[src/shared/ucsc_defines.vh]
// Overview of operation
// - receiver clock from bits 7-4 code
// - transmitter clock from bits 3-0 code
// - both directions pick sources independently
// - clock select works in uart mode only
// - rx byte count in bits 4-0
// - tx free space in bits 4-0
// - misc field 6-4; 001 resets pointer
// - 010 resets receiver, flags, fifo pointer
// - 011 resets transmitter; modem keeps empty
// - 100 clears errors; modem clears underrun
// - 101 clears delta break; not modem
// - 110 starts break after shifting character
// - break needs tx enabled, ignores cts
// - 111 returns mark within two bits
`ifndef UCSC_DEFINES_VH
`define UCSC_DEFINES_VH

// ==================================================
// register byte addresses
`define UCSC_A_CSEL    8'h00
`define UCSC_A_RXCNT   8'h04
`define UCSC_A_TXSPC   8'h08
`define UCSC_A_CMD     8'h0C
`define UCSC_A_MODE    8'h10
`define UCSC_A_IRQ_ST  8'h14
`define UCSC_A_IRQ_EN  8'h18
`define UCSC_A_IRQ_CLR 8'h1C

// ==================================================
// clock source codes
`define UCSC_CS_PRE    4'hD
`define UCSC_CS_EXT16  4'hE
`define UCSC_CS_EXT    4'hF
`define UCSC_CS_RST    8'hDD

// ==================================================
// command field codes, bits 6-4
`define UCSC_MC_NONE   3'h0
`define UCSC_MC_PTR    3'h1
`define UCSC_MC_RXRST  3'h2
`define UCSC_MC_TXRST  3'h3
`define UCSC_MC_ERR    3'h4
`define UCSC_MC_DBRK   3'h5
`define UCSC_MC_BRKON  3'h6
`define UCSC_MC_BRKOFF 3'h7

// ==================================================
// interrupt bits and misc
`define UCSC_IRQ_W     3
`define UCSC_IRQ_BON   0
`define UCSC_IRQ_BOFF  1
`define UCSC_IRQ_REJ   2
`define UCSC_DIV16     4'hF

`endif

[src/logic/ucsc_top.v]
`timescale 1ns/10ps
`include "ucsc_defines.vh"

module ucsc_top #(
  parameter CNT_W = 5
) (
  // clock and reset
  input  wire             clk,
  input  wire             rst_b,
  // apb slave
  input  wire             psel,
  input  wire             penable,
  input  wire             pwrite,
  input  wire [7:0]       paddr,
  input  wire [31:0]      pwdata,
  output wire             pready,
  output wire             pslverr,
  output reg  [31:0]      prdata,
  // bit clock sources
  input  wire             prescaled_tick,
  input  wire             external_timer_clock_input,
  output reg              rx_bit_tick,
  output reg              tx_bit_tick,
  // fifo levels from the datapath
  input  wire [CNT_W-1:0] rx_fifo_level,
  input  wire [CNT_W-1:0] tx_fifo_space,
  // transmitter state
  input  wire             tx_enabled,
  input  wire             tx_shifting,
  // command pulses to the datapath
  output reg              mode_ptr_reset,
  output reg              rx_reset,
  output reg              rx_flags_clear,
  output reg              tx_reset,
  output reg              tx_ready_clear,
  output reg              tx_empty_clear,
  output reg              err_flags_clear,
  output reg              delta_break_clear,
  // transmit line control
  output reg              tx_force_low,
  output reg              tx_hold,
  // mode and interrupt
  output reg              modem_mode,
  output wire             irq
);

  // ==================================================
  // state codes of the break sequencer
  localparam [3:0] B_IDLE = 4'b0001;
  localparam [3:0] B_WAIT = 4'b0010;
  localparam [3:0] B_ON   = 4'b0100;
  localparam [3:0] B_STOP = 4'b1000;

  reg  [7:0]            csel_q;
  reg  [`UCSC_IRQ_W-1:0] irq_st_q;
  reg  [`UCSC_IRQ_W-1:0] irq_en_q;
  reg  [`UCSC_IRQ_W-1:0] irq_set;
  reg  [3:0]            brk_q;
  reg  [3:0]            brk_d;
  reg                   ext_s1_q;
  reg                   ext_s2_q;
  reg                   ext_s3_q;
  reg  [3:0]            div_q;
  reg                   tx_bit_d;
  reg                   rx_bit_d;
  wire                  ext_rise;
  wire                  ext16;
  wire                  wr_acc;
  wire                  rd_setup;
  wire                  cmd_wr;
  wire [2:0]            misc;
  wire                  brk_on_cmd;
  wire                  brk_off_cmd;
  wire                  mapped;

  // ==================================================
  // source pick shared by both directions
  function pick_tick;
    input [3:0] code;
    input       pre;
    input       ext;
    input       e16;
    begin
      case (code)
        `UCSC_CS_PRE:   pick_tick = pre;
        `UCSC_CS_EXT16: pick_tick = e16;
        `UCSC_CS_EXT:   pick_tick = ext;
        default:        pick_tick = 1'b0;
      endcase
    end
  endfunction

  // address decode used for writes and errors
  function is_mapped;
    input [7:0] a;
    begin
      case (a)
        `UCSC_A_CSEL, `UCSC_A_RXCNT, `UCSC_A_TXSPC,
        `UCSC_A_CMD, `UCSC_A_MODE, `UCSC_A_IRQ_ST,
        `UCSC_A_IRQ_EN, `UCSC_A_IRQ_CLR:
          is_mapped = 1'b1;
        default:
          is_mapped = 1'b0;
      endcase
    end
  endfunction

  // ==================================================
  // apb handshake, zero wait states
  assign pready   = 1'b1;
  assign mapped   = is_mapped(paddr);
  assign pslverr  = psel & penable & ~mapped;
  assign wr_acc   = psel & penable & pwrite & mapped;
  assign rd_setup = psel & ~penable & ~pwrite;
  assign cmd_wr   = wr_acc & (paddr == `UCSC_A_CMD);
  assign misc     = pwdata[6:4];

  // read data captured in the setup cycle
  always @(posedge clk) begin
    if (!rst_b) begin
      prdata <= 32'h0000_0000;
    end else if (rd_setup) begin
      prdata <= 32'h0000_0000;
      case (paddr)
        `UCSC_A_RXCNT:  prdata[CNT_W-1:0] <= rx_fifo_level;
        `UCSC_A_TXSPC:  prdata[CNT_W-1:0] <= tx_fifo_space;
        `UCSC_A_MODE:   prdata[0] <= modem_mode;
        `UCSC_A_IRQ_ST: prdata[`UCSC_IRQ_W-1:0] <= irq_st_q;
        `UCSC_A_IRQ_EN: prdata[`UCSC_IRQ_W-1:0] <= irq_en_q;
        default:        prdata <= 32'h0000_0000;
      endcase
    end
  end

  // ==================================================
  // writable configuration
  always @(posedge clk) begin
    if (!rst_b) begin
      csel_q     <= `UCSC_CS_RST;
      modem_mode <= 1'b0;
      irq_en_q   <= {`UCSC_IRQ_W{1'b0}};
    end else if (wr_acc) begin
      case (paddr)
        `UCSC_A_CSEL:   csel_q <= pwdata[7:0];
        `UCSC_A_MODE:   modem_mode <= pwdata[0];
        `UCSC_A_IRQ_EN: irq_en_q <= pwdata[`UCSC_IRQ_W-1:0];
        default:        csel_q <= csel_q;
      endcase
    end
  end

  // ==================================================
  // external timer pin synchroniser
  always @(posedge clk) begin
    if (!rst_b) begin
      ext_s1_q <= 1'b0;
      ext_s2_q <= 1'b0;
      ext_s3_q <= 1'b0;
    end else begin
      ext_s1_q <= external_timer_clock_input;
      ext_s2_q <= ext_s1_q;
      ext_s3_q <= ext_s2_q;
    end
  end

  assign ext_rise = ext_s2_q & ~ext_s3_q;
  assign ext16    = ext_rise & (div_q == `UCSC_DIV16);

  // divide the external edges by sixteen
  always @(posedge clk) begin
    if (!rst_b) begin
      div_q <= 4'h0;
    end else if (ext_rise) begin
      div_q <= div_q + 4'h1;
    end
  end

  // ==================================================
  // bit clock selection per direction
  always @* begin
    rx_bit_d = pick_tick(csel_q[7:4], prescaled_tick,
                         ext_rise, ext16);
    tx_bit_d = pick_tick(csel_q[3:0], prescaled_tick,
                         ext_rise, ext16);
  end

  // selected ticks, silent in modem mode
  always @(posedge clk) begin
    if (!rst_b) begin
      rx_bit_tick <= 1'b0;
      tx_bit_tick <= 1'b0;
    end else begin
      rx_bit_tick <= rx_bit_d & ~modem_mode;
      tx_bit_tick <= tx_bit_d & ~modem_mode;
    end
  end

  // ==================================================
  // command decode into one-cycle pulses
  always @(posedge clk) begin
    if (!rst_b) begin
      mode_ptr_reset    <= 1'b0;
      rx_reset          <= 1'b0;
      rx_flags_clear    <= 1'b0;
      tx_reset          <= 1'b0;
      tx_ready_clear    <= 1'b0;
      tx_empty_clear    <= 1'b0;
      err_flags_clear   <= 1'b0;
      delta_break_clear <= 1'b0;
    end else begin
      // pointer back to first mode register
      mode_ptr_reset <= cmd_wr & (misc == `UCSC_MC_PTR);
      rx_reset       <= cmd_wr & (misc == `UCSC_MC_RXRST);
      rx_flags_clear <= cmd_wr & (misc == `UCSC_MC_RXRST);
      tx_reset       <= cmd_wr & (misc == `UCSC_MC_TXRST);
      tx_ready_clear <= cmd_wr & (misc == `UCSC_MC_TXRST);
      tx_empty_clear <= cmd_wr &
        (((misc == `UCSC_MC_TXRST) & ~modem_mode) |
         ((misc == `UCSC_MC_ERR) & modem_mode));
      err_flags_clear <= cmd_wr & (misc == `UCSC_MC_ERR);
      delta_break_clear <= cmd_wr & ~modem_mode &
                           (misc == `UCSC_MC_DBRK);
    end
  end

  // ==================================================
  // break commands
  // enabled, uart mode, cts unused
  assign brk_on_cmd  = cmd_wr & (misc == `UCSC_MC_BRKON) &
                       tx_enabled & ~modem_mode;
  assign brk_off_cmd = cmd_wr & (misc == `UCSC_MC_BRKOFF);

  // break sequencer next state
  always @* begin
    brk_d = brk_q;
    case (brk_q)
      B_IDLE: begin
        if (brk_on_cmd) begin
          brk_d = B_WAIT;
        end
      end
      B_WAIT: begin
        // wait for shifter, then bit edge
        if (brk_off_cmd) begin
          brk_d = B_IDLE;
        end else if (~tx_shifting & tx_bit_tick) begin
          brk_d = B_ON;
        end
      end
      B_ON: begin
        if (brk_off_cmd) begin
          brk_d = B_STOP;
        end
      end
      B_STOP: begin
        if (tx_bit_tick) begin
          brk_d = B_IDLE;
        end
      end
      default: brk_d = B_IDLE;
    endcase
    if (tx_reset) begin
      brk_d = B_IDLE;
    end
  end

  // break state and line outputs
  always @(posedge clk) begin
    if (!rst_b) begin
      brk_q        <= B_IDLE;
      tx_force_low <= 1'b0;
      tx_hold      <= 1'b0;
    end else begin
      brk_q <= brk_d;
      tx_force_low <= (brk_d == B_ON) | (brk_d == B_STOP);
      tx_hold <= (brk_d != B_IDLE);
    end
  end

  // ==================================================
  // interrupt events
  always @* begin
    irq_set = {`UCSC_IRQ_W{1'b0}};
    irq_set[`UCSC_IRQ_BON]  = (brk_q == B_WAIT) &
                              (brk_d == B_ON);
    irq_set[`UCSC_IRQ_BOFF] = (brk_q == B_STOP) &
                              (brk_d == B_IDLE);
    irq_set[`UCSC_IRQ_REJ]  = cmd_wr & ~brk_on_cmd &
                              (misc == `UCSC_MC_BRKON);
  end

  // sticky status, set wins over clear
  always @(posedge clk) begin
    if (!rst_b) begin
      irq_st_q <= {`UCSC_IRQ_W{1'b0}};
    end else if (wr_acc & (paddr == `UCSC_A_IRQ_CLR)) begin
      irq_st_q <= (irq_st_q & ~pwdata[`UCSC_IRQ_W-1:0])
                  | irq_set;
    end else begin
      irq_st_q <= irq_st_q | irq_set;
    end
  end

  assign irq = |(irq_st_q & irq_en_q);

endmodule // ucsc_top

[config.mk]
export PLATFORM = sky130hd
export DESIGN_NAME = ucsc_top
export DESIGN_NICKNAME = d
export VERILOG_FILES = /design/src/logic/ucsc_top.v
export VERILOG_INCLUDE_DIRS = /design/src /design/src/shared
export SDC_FILE = /design/constraint.sdc
export NUM_CORES = 1
export LEC_CHECK = 0
export ABC_CLOCK_PERIOD_IN_PS = 2240
export BUFFER_PORTS_ARGS = -buffer_cell sky130_fd_sc_hd__buf_2
export CORE_MARGIN = 3
export CORE_UTILIZATION = 40
export DETAILED_ROUTE_END_ITERATION = 6
export PLACE_DENSITY = 0.71
export SLEW_MARGIN = 20
export SYNTH_ARGS = -nofsm -noshare
export SYNTH_HDL_FRONTEND = slang
export SYNTH_SLANG_ARGS = --single-unit
[constraint.sdc]
create_clock -name clk -period 2.24 [get_ports clk]
set_input_delay 0.224 -clock clk [delete_from_list [all_inputs] [get_ports clk]]
set_output_delay 0.224 -clock clk [all_outputs]
set_load 0.02 [all_outputs]
* After elaboration in Yosys (flattened, before gate mapping)
Memory sizes are Yosys's and may differ from the RTL's.
Index checks and enable logic that the tools add are counted.
** Cells by class
- $add $sub $neg :: 1
- Equality and inequality tests :: 29
- Muxes and demuxes :: 14
- Bitwise gates (word level) :: 44
- Reduce and logical (&&, ||, !) cells :: 6
** Operators with widths (count)
- 4-bit equality test (second input constant) :: 9
- 8-bit by 5-bit equality test with 1-bit output (second input constant) :: 4
- 1-bit bitwise AND :: 30
- 4-bit two-way mux :: 6
- 8-bit by 4-bit equality test with 1-bit output (second input constant) :: 2
- 4-bit one-hot mux with 4 select lines :: 1
- 3-bit equality test (second input constant) :: 4
- 4-bit by 1-bit equality test with 1-bit output (second input constant) :: 2
- 4-bit by 3-bit equality test with 1-bit output (second input constant) :: 2
- 8-bit by 3-bit equality test with 1-bit output (second input constant) :: 1
- 8-bit logical NOT :: 1
- 2-bit one-hot mux with 4 select lines :: 1
- 1-bit inverter :: 7
- 3-bit bitwise AND :: 2
- 3-bit by 2-bit equality test with 1-bit output (second input constant) :: 2
- 3-bit OR :: 2
- 1-bit one-hot mux with 3 select lines :: 2
- 2-bit AND reduction :: 3
- 1-bit one-hot mux with 5 select lines :: 1
- 4-bit by 1-bit adder with 4-bit output (second input constant) :: 1
- 4-bit by 2-bit equality test with 1-bit output (second input constant) :: 1
- 4-bit by 1-bit != test with 1-bit output (second input constant) :: 1
- 2-bit one-hot mux with 2 select lines :: 1
- 3-bit by 1-bit equality test with 1-bit output (second input constant) :: 1
- 6 further kinds :: 7
** Word-level totals
- Register bits after elaboration :: 41
- ROM bits :: 32
- Input port bits :: 59
- Output and inout port bits :: 48
- Word-level logic and storage cells :: 115
- Memories kept :: 1
** Memory list
- (no name shown) :: depth 32, bits a word 1, read ports 1, clocked after memory_dff 0, wr ports 0, line ucsc_top.v:97 : case (a)

* Longest topological paths before layout
Gate-level depths: netlist (run 1).
- Word-level depth :: 14
- Gate-level depth with buffers :: 5

* Worst setup path before layout (run 1)
OpenSTA, ideal clock, no wires.
- Kind :: register to register
- Start :: register brk_q[1]
- End :: register brk_q[2]
- Library setup time :: 0.080 ns
- Data arrival time :: 1.298 ns
- Data required time :: 2.160 ns
- Slack :: 0.862 ns
- Stages on the path, launching flop included :: 6
- Period minus slack after synthesis :: 1.378 ns
- Path through :: dfxtp_1 buf_2 or4b_1 nor3_1 a21oi_1 nor3b_1
** Between the ends
- Cells in the longest elaborated chain, start to end :: 3
** RTL lines
- from (decl) :: line ucsc_top.v:58 : reg [3:0] brk_q;
- from (signal assigned) :: line ucsc_top.v:274 : brk_q <= brk_d;
- 4-bit equality test (tied with other cells) :: line ucsc_top.v:236 : case (brk_q)
- 4-bit one-hot mux with 4 select lines * :: line ucsc_top.v:236
- 4-bit two-way mux * :: line ucsc_top.v:262 : if (tx_reset) begin
Every way passes the cells marked *; elsewhere a longest branch is shown, timed or not.
A chain may end at the register's enable or synchronous reset.

* Worst setup path in the final report (run 1)
- Start :: register brk_q[0]
- End :: register irq_st_q[0]
** Between the ends
- Cells in the longest elaborated chain, start to end :: 8
** RTL lines
- 4-bit two-way mux :: line ucsc_top.v:246 : end else if (~tx_shifting & tx_bit_tick) begin
- 4-bit two-way mux :: line ucsc_top.v:244 : if (brk_off_cmd) begin
- 4-bit one-hot mux with 4 select lines :: line ucsc_top.v:236
- 4-bit two-way mux :: line ucsc_top.v:262
- 4-bit by 3-bit equality test with 1-bit output :: line ucsc_top.v:285 : (brk_d == B_ON);
- 1-bit bitwise AND * :: line ucsc_top.v:284 : irq_set[`UCSC_IRQ_BON] = (brk_q == B_WAIT) &
- 3-bit OR (on tied branches) :: line ucsc_top.v:300, ucsc_top.v:297
- 3-bit two-way mux * :: line ucsc_top.v:296 : end else if (wr_acc & (paddr == `UCSC_A_IRQ_CLR)) begin
- to (signal assigned) :: line ucsc_top.v:295 : irq_st_q <= {`UCSC_IRQ_W{1'b0}};
- to (signal assigned) :: line ucsc_top.v:297 : irq_st_q <= (irq_st_q & ~pwdata[`UCSC_IRQ_W-1:0])
- to (signal assigned) :: line ucsc_top.v:300 : irq_st_q <= irq_st_q | irq_set;
- to (decl) :: line ucsc_top.v:55 : reg [`UCSC_IRQ_W-1:0] irq_st_q;
Marks and branches as above.

==> impl_metrics.env, run 1 <==
export IMPL_die_area_sq_um=6470
export IMPL_ys_ff_latch=41
export IMPL_grt_pass1_vias=1739
export IMPL_p_leak_uw=0.00110
export IMPL_cp_end_kind="flip-flop"
export IMPL_fin_crit_ns=1.72
export IMPL_path_buf_inv=0
export IMPL_antenna_cells=0
export IMPL_hold_viol_final=0
export IMPL_hp_start="external_timer_clock_input"
export IMPL_power_frac_seq=0.531
export IMPL_num_rows=26
export IMPL_whs_endpoint="ext_s1_q"
export IMPL_rsz0062_at_grt="no"
export IMPL_routed_via_density=5.15
export IMPL_intPower_uw=1010
export IMPL_p_sw_uw=380
export IMPL_syn_area_sq_um=2220
export IMPL_drv_cap=0
export IMPL_drc_errors=0
export IMPL_finalWeightedCongestion=0.800
export IMPL_synthCells=259
export IMPL_postCtsHoldBufs=0
export IMPL_cp_slowest_cell="o21ai_0"
export IMPL_fmax_mhz=583
export IMPL_startpoint_type="flip-flop"
export IMPL_dieHeight_um=80.5
export IMPL_max_clock_path_buffers=2
export IMPL_timing_rr_end="irq_st_q[0]"
export IMPL_postCtsSetupRepairBufs=0
export IMPL_drt_iter0_markers=119
export IMPL_cts_resized=0
export IMPL_rr_startpoint="brk_q[0]"
export IMPL_finalMaxSlewViolations=0
export IMPL_synth_cell_types=51
export IMPL_final_design_area_no_fill_sq_um=2540
export IMPL_r2r_slack_ns=0.52
export IMPL_numCtsBuffers=5
export IMPL_antenna_found_initial=0
export IMPL_clkPwrFrac=0.345
export IMPL_ys_seq_area_frac=0.370
export IMPL_syn_mean_instance_area_sq_um=8.56
export IMPL_cts_htree_levels=2
export IMPL_insertion_delay_ns=0.29
export IMPL_ioPinCount=107
export IMPL_required_ns=2.39
export IMPL_tns_ns=0
export IMPL_dieWidth_um=80.5
export IMPL_dp_hpwl_mm=3.92
export IMPL_worst_slack_ns=0.525
export IMPL_tightest_slew_ns=0.714
export IMPL_mostFrequentLayoutCell="buf_2"
export IMPL_final_cell_mix="buf_2 (54), dfxtp_1 (41), conb_1 (28)"
export IMPL_critical_path_class="flip-flop to flip-flop"
export IMPL_skew_ns=0.00731
export IMPL_critPathMaxStageDelay_ns=0.58
export IMPL_cts_clk_slew_worst_paths_ns=0.08
export IMPL_slew_headroom=0.519
export IMPL_initial_utilization=0.423
export IMPL_final_setup_viol_count=0
export IMPL_drt_pass1_iterations=5
export IMPL_ys_warnings_count=0
export IMPL_crit_chain="nor2_1 > and3_1 > o21ai_0 > o21ai_0"
export IMPL_path_max_fanout=7
export IMPL_drive_above_1_share=0.274
export IMPL_cts_tree="done"
export IMPL_startpoint="brk_q[0]"
export IMPL_dr_total_vias=1978
export IMPL_clock_sinks=41
export IMPL_hp_class="input pin to flip-flop"
export IMPL_hold_depth=2
export IMPL_placed_area_sq_um=2450
export IMPL_cp_common_cell="o21ai_0"
export IMPL_grt_pass1_wl_mm=8.11
export IMPL_wl_per_cell_um=13.2
export IMPL_whs_ns=0.130
export IMPL_ir_worst_vdd_mv=0.266
export IMPL_r2r_cells=4
export IMPL_ant_nets=0
export IMPL_comb_power_share=0.124
export IMPL_nets=373
export IMPL_synthArstFlopShare=0
export IMPL_powerDensity_nw_per_um2=546
export IMPL_root_buffer="clkbuf_8"
export IMPL_swShare=0.274
export IMPL_status="completed"
export IMPL_ys_flop_type="dfxtp_1"
export IMPL_synthToLayoutAreaGrowth_pct=14.7
export IMPL_crit_family="compound AO/OA/AOI/OAI gates"
export IMPL_wl_mm=5.06
export IMPL_p_total_uw=1390
export IMPL_grt_max_degree=17
export IMPL_overflow=0
export IMPL_grt_usage=0.160
export IMPL_synth_edf_count=0
export IMPL_post_route_period_util=0.766
export IMPL_pre_cts_slack_ns=0.580
export IMPL_arrival_ns=1.87
export IMPL_coreArea_sq_um=5240
export IMPL_io_buffers=54
## cell usage after synthesis (all sizes together), types with 2 or more instances
cell / number / area, sq um
a221oi: 3 / 26.3
a22oi: 4 / 30.0
nor2b: 3 / 18.8
or3: 5 / 36.3
nand2: 13 / 48.8
and4: 2 / 20.0
a21o: 4 / 30.0
xnor2: 2 / 17.5
xor2: 2 / 17.5
clkbuf: 6 / 22.5
a21bo: 2 / 20.0
mux2i: 5 / 50.1
nor2: 17 / 63.8
nor4b: 2 / 38.8
o21ai: 17 / 85.1
nand4: 5 / 31.3
buf: 33 / 240
dfxtp: 41 / 821
nor3: 7 / 46.3
inv: 5 / 18.8
mux2: 3 / 33.8
or3b: 2 / 17.5
nand2b: 5 / 33.8
and2: 5 / 32.5
and3: 5 / 31.3
conb: 2 / 7.51
nand3: 25 / 125
a21oi: 17 / 85.1
nor4: 2 / 27.5
## worst reg2reg max path, stage by stage, from the launching register on
cell and delay, ns:
dfxtp_1 0.48, nor2_1 0.13, and3_1 0.20, o21ai_0 0.58, o21ai_0 0.18
## area by class of cell
type | count | area [sq um]
sequential | 41 | 821
clock inverter | 2 | 15.0
inverter | 6 | 22.5
timing repair buffer | 60 | 315
tap | 70 | 87.6
clock buffer | 6 | 72.6
fill | 532 | 2700
multi-input combinational | 199 | 1210
## power by group through the flow
stage	clock (uW)	combinational, uW	sequential, uW
2_1_floorplan	0	137	756
3_3_place_gp	0	169	755
3_5_place_dp	0	171	755
4_1_cts	489	171	738
5_1_grt	528	189	739
6_report	479	173	737
## kinds of logic (layout without fill, tap and decap cells)
family          Yosys count  in the layout  share of synthesized area
buf+inv                  45             74                      0.129
simple gates            104            104                      0.283
mux                       8              8                     0.0378
fa+ha+maj                 1              1                    0.00564
xor+xnor                  4              4                     0.0158
compound gates           54             54                      0.155
other cells               2             28                    0.00339
flops                    41             41                      0.370
## how the worst max path moves through the flow
stage,endpoint,depth (start not counted)
6_report,irq_st_q[0],4
4_1_cts,irq_st_q[0],4
3_3_place_gp,brk_q[3],5
2_1_floorplan,brk_q[2],5
3_5_place_dp,brk_q[3],5
5_1_grt,irq_st_q[0],4
## registers in the layout (all words and copies together), names as in the netlist, 3 cells and up
name / flops
csel_q: 8
brk_q: 4
div_q: 4
irq_en_q: 3
prdata: 5
irq_st_q: 3
## layer usage
metal / routed length (um) / track usage / vias up
met5: 0 / 0 / -
met4: 76 / 0.0557 / 0
met3: 402 / 0.0359 / 8
met2: 2310 / 0.248 / 90
met1: 2270 / 0.217 / 907
li1: - / - / 973
## through the flow
| step | util | instances |
|---|---|---|
| 5_1_grt | 0.485 | 384 |
| 4_1_cts | 0.485 | 384 |
| 6_report | 0.485 | 384 |
| 3_5_place_dp | 0.469 | 376 |
| 3_3_place_gp | 0.469 | 376 |
| 2_1_floorplan | - | 285 |
(Power assumes the default switching activity.)
==> inputs of run 2 (changes only) <==
- ABC_AREA: default -> 1
- ABC_CLOCK_PERIOD_IN_PS: 2240 -> 1700
- clock period: 2.24 -> 1.7 ns (I/O delays scaled with it)
==> run 2 against run 1 <==
Compared with the run above:
- largest cell class unchanged
- maximum frequency up 25%
- power rose by 32%
- critical path type unchanged
- cell area fell by 3.1%
- utilization grew 1.3 points
- clock power increased by 35%
==> impl_metrics.env, run 2 <==
export IMPL_intPower_uw=1350
export IMPL_syn_area_sq_um=2140
export IMPL_timing_rr_end="tx_bit_tick"
export IMPL_fin_crit_ns=1.37
export IMPL_ys_warnings_count=0
export IMPL_mostFrequentLayoutCell="nand2_1"
export IMPL_critical_path_class="flip-flop to flip-flop"
export IMPL_dieWidth_um=79.1
export IMPL_grt_usage=0.141
export IMPL_largest_reg_flops=8
export IMPL_insertion_delay_ns=0.29
export IMPL_drt_iter0_markers=87
export IMPL_synthTopCellsByArea="dfxtp_1 (38%), buf_4 (11%), nand2_1 (9.6%)"
export IMPL_whs_endpoint="ext_s1_q"
export IMPL_placed_area_sq_um=2370
export IMPL_overflow=0
export IMPL_wl_mm=4.38
export IMPL_routed_via_density=4.54
export IMPL_arrival_ns=1.60
export IMPL_grtUsageMet2=0.224
export IMPL_antenna_found_initial=0
export IMPL_crit_family="simple AND/OR/NAND/NOR gates"
export IMPL_hold_viol_final=0
export IMPL_cts_clk_slew_worst_paths_ns=0.07
export IMPL_hold_depth=3
export IMPL_synth_cell_types=31
export IMPL_r2r_cells=5
export IMPL_yosysMostFrequentCell="nand2_1"
export IMPL_path_max_fanout=7
export IMPL_ir_worst_vdd_mv=0.523
export IMPL_r2r_slack_ns=0.33
export IMPL_synth_area_leader_cell="dfxtp_1"
export IMPL_fill_cells=534
export IMPL_synth_common_cells="nand2_1 (55), inv_1 (45), dfxtp_1 (41), buf_4 (30), nor2_1 (28)"
export IMPL_p_leak_uw=0.00128
export IMPL_root_buffer="clkbuf_8"
export IMPL_final_design_area_no_fill_sq_um=2460
export IMPL_p_sw_uw=478
export IMPL_grt_pass1_wl_mm=7.02
export IMPL_initial_utilization=0.433
export IMPL_dp_hpwl_mm=3.48
export IMPL_num_rows=25
export IMPL_ant_nets=0
export IMPL_drv_cap=0
export IMPL_cts_htree_levels=2
export IMPL_whs_ns=0.0549
export IMPL_numCtsBuffers=5
export IMPL_synthArstFlopShare=0
export IMPL_die_area_sq_um=6260
export IMPL_ys_seq_area_frac=0.384
export IMPL_synth_top_area_share=0.384
export IMPL_fmax_mhz=727
export IMPL_skew_ns=0.00736
export IMPL_rsz0062_at_grt="no"
export IMPL_synth_edf_count=0
export IMPL_dieHeight_um=79.1
export IMPL_largest_register="csel_q"
export IMPL_syn_mean_instance_area_sq_um=7.18
export IMPL_finalWeightedCongestion=0.846
export IMPL_grt_max_degree=23
export IMPL_rr_startpoint="ext_s2_q"
export IMPL_hp_class="input pin to flip-flop"
export IMPL_max_clock_path_buffers=2
export IMPL_final_cell_mix="nand2_1 (55), buf_2 (54), inv_1 (45)"
export IMPL_finalMaxSlewViolations=0
export IMPL_path_buf_inv=1
export IMPL_hp_start="external_timer_clock_input"
export IMPL_ioPinCount=107
export IMPL_busiest_layer="met2"
export IMPL_ys_flop_type="dfxtp_1"
export IMPL_grt_pass1_vias=1630
export IMPL_io_buffers=54
export IMPL_top_regs="csel_q (8), prdata (5)"
export IMPL_clkPwrFrac=0.355
export IMPL_cts_tree="done"
export IMPL_drt_pass1_iterations=4
export IMPL_cp_slowest_cell="dfxtp_1"
export IMPL_drc_errors=0
export IMPL_postCtsHoldBufs=0
export IMPL_critPathMaxStageDelay_ns=0.33
export IMPL_final_setup_viol_count=0
export IMPL_nets=414
export IMPL_ys_ff_latch=41
export IMPL_synthCells=298
export IMPL_dr_total_vias=1913
export IMPL_synthToLayoutAreaGrowth_pct=15.2
export IMPL_cts_resized=0
export IMPL_postCtsSetupRepairBufs=0
export IMPL_status="completed"
export IMPL_gr_usage_met1=0.181
export IMPL_comb_power_share=0.111
export IMPL_clock_sinks=41
export IMPL_required_ns=1.93
export IMPL_post_route_period_util=0.809
export IMPL_grt_use_met3=0.0397
export IMPL_power_frac_seq=0.534
export IMPL_antenna_cells=0
export IMPL_startpoint_type="flip-flop"
export IMPL_wl_per_cell_um=10.4
export IMPL_drive_above_1_share=0.226
export IMPL_coreArea_sq_um=4940
export IMPL_swShare=0.261
export IMPL_cp_end_kind="flip-flop"
export IMPL_powerDensity_nw_per_um2=742
export IMPL_crit_chain="inv_1 > or2_2 > nor3_1 > nand3_1 > a21oi_1"
export IMPL_tns_ns=0
-- run 2: cell count changes after synthesis, moves of 5 or more --
cell,previous run,this run
nor2_1,17,28
inv_1,5,45
nand3_1,25,16
mux2i_1,5,0
nand2_1,13,55
o211ai_1,0,6
-- run 2: layer usage --
metal  routed length, um  share of wire
met5                   0              0
met4                  61          0.014
met3                 365          0.083
met2                1970           0.45
met1                1980           0.45
-- run 2: power groups by stage --
stage / Sequential [uW] / Combinational (uW) / Clock [uW]
5_1_grt: 977 / 227 / 695
2_1_floorplan: 1010 / 172 / 0
4_1_cts: 976 / 202 / 672
3_3_place_gp: 998 / 200 / 0
6_report: 976 / 203 / 649
3_5_place_dp: 999 / 201 / 0
-- run 2: worst max path at each step --
stage,start,endpoint,slack [ns],cells after the start
2_1_floorplan,ext_s2_q,div_q[3],0.43,8
3_3_place_gp,paddr[1],csel_q[3],0.20,8
3_5_place_dp,paddr[1],csel_q[3],0.18,8
4_1_cts,ext_s2_q,tx_bit_tick,0.32,5
5_1_grt,brk_q[0],brk_q[0],0.18,8
6_report,ext_s2_q,tx_bit_tick,0.33,5
-- run 2: kinds of logic after synthesis --
group	count (synthesis)	share of synthesized area
buffers and inverters	81	0.196
flip-flops	41	0.384
adder cells (fa/ha/maj)	1	0.00585
AO/OA/AOI/OAI	44	0.122
other	2	0.00351
AND/OR/NAND/NOR	129	0.289
-- run 2: area by class of cell --
cell class | instances | area (sq um) | share of cell area
Timing Repair Buffer | 58 | 300 | 0.122
Tap cell | 67 | 83.8 | 0.0340
Sequential cell | 41 | 821 | 0.333
Inverter | 46 | 173 | 0.0701
Multi-Input combinational cell | 202 | 997 | 0.405
Clock inverter | 1 | 7.51 | 0.00305
Clock buffer | 6 | 82.6 | 0.0335
-- run 2: worst min-delay path: cells and delay by family --
family	cells	cell delay, ns
buffers and inverters	2	0.11
and+or+nand+nor	1	0.04
-- run 2: per-stage QoR --
step,instances,setup WS [ns],total power [uW],utilization
floorplan,324,0.430,1180,-
global placement,414,0.202,1200,0.481
detailed placement,414,0.183,1200,0.481
CTS,421,0.324,1850,0.499
global route,421,0.176,1900,0.499
finish,421,0.325,1830,0.499
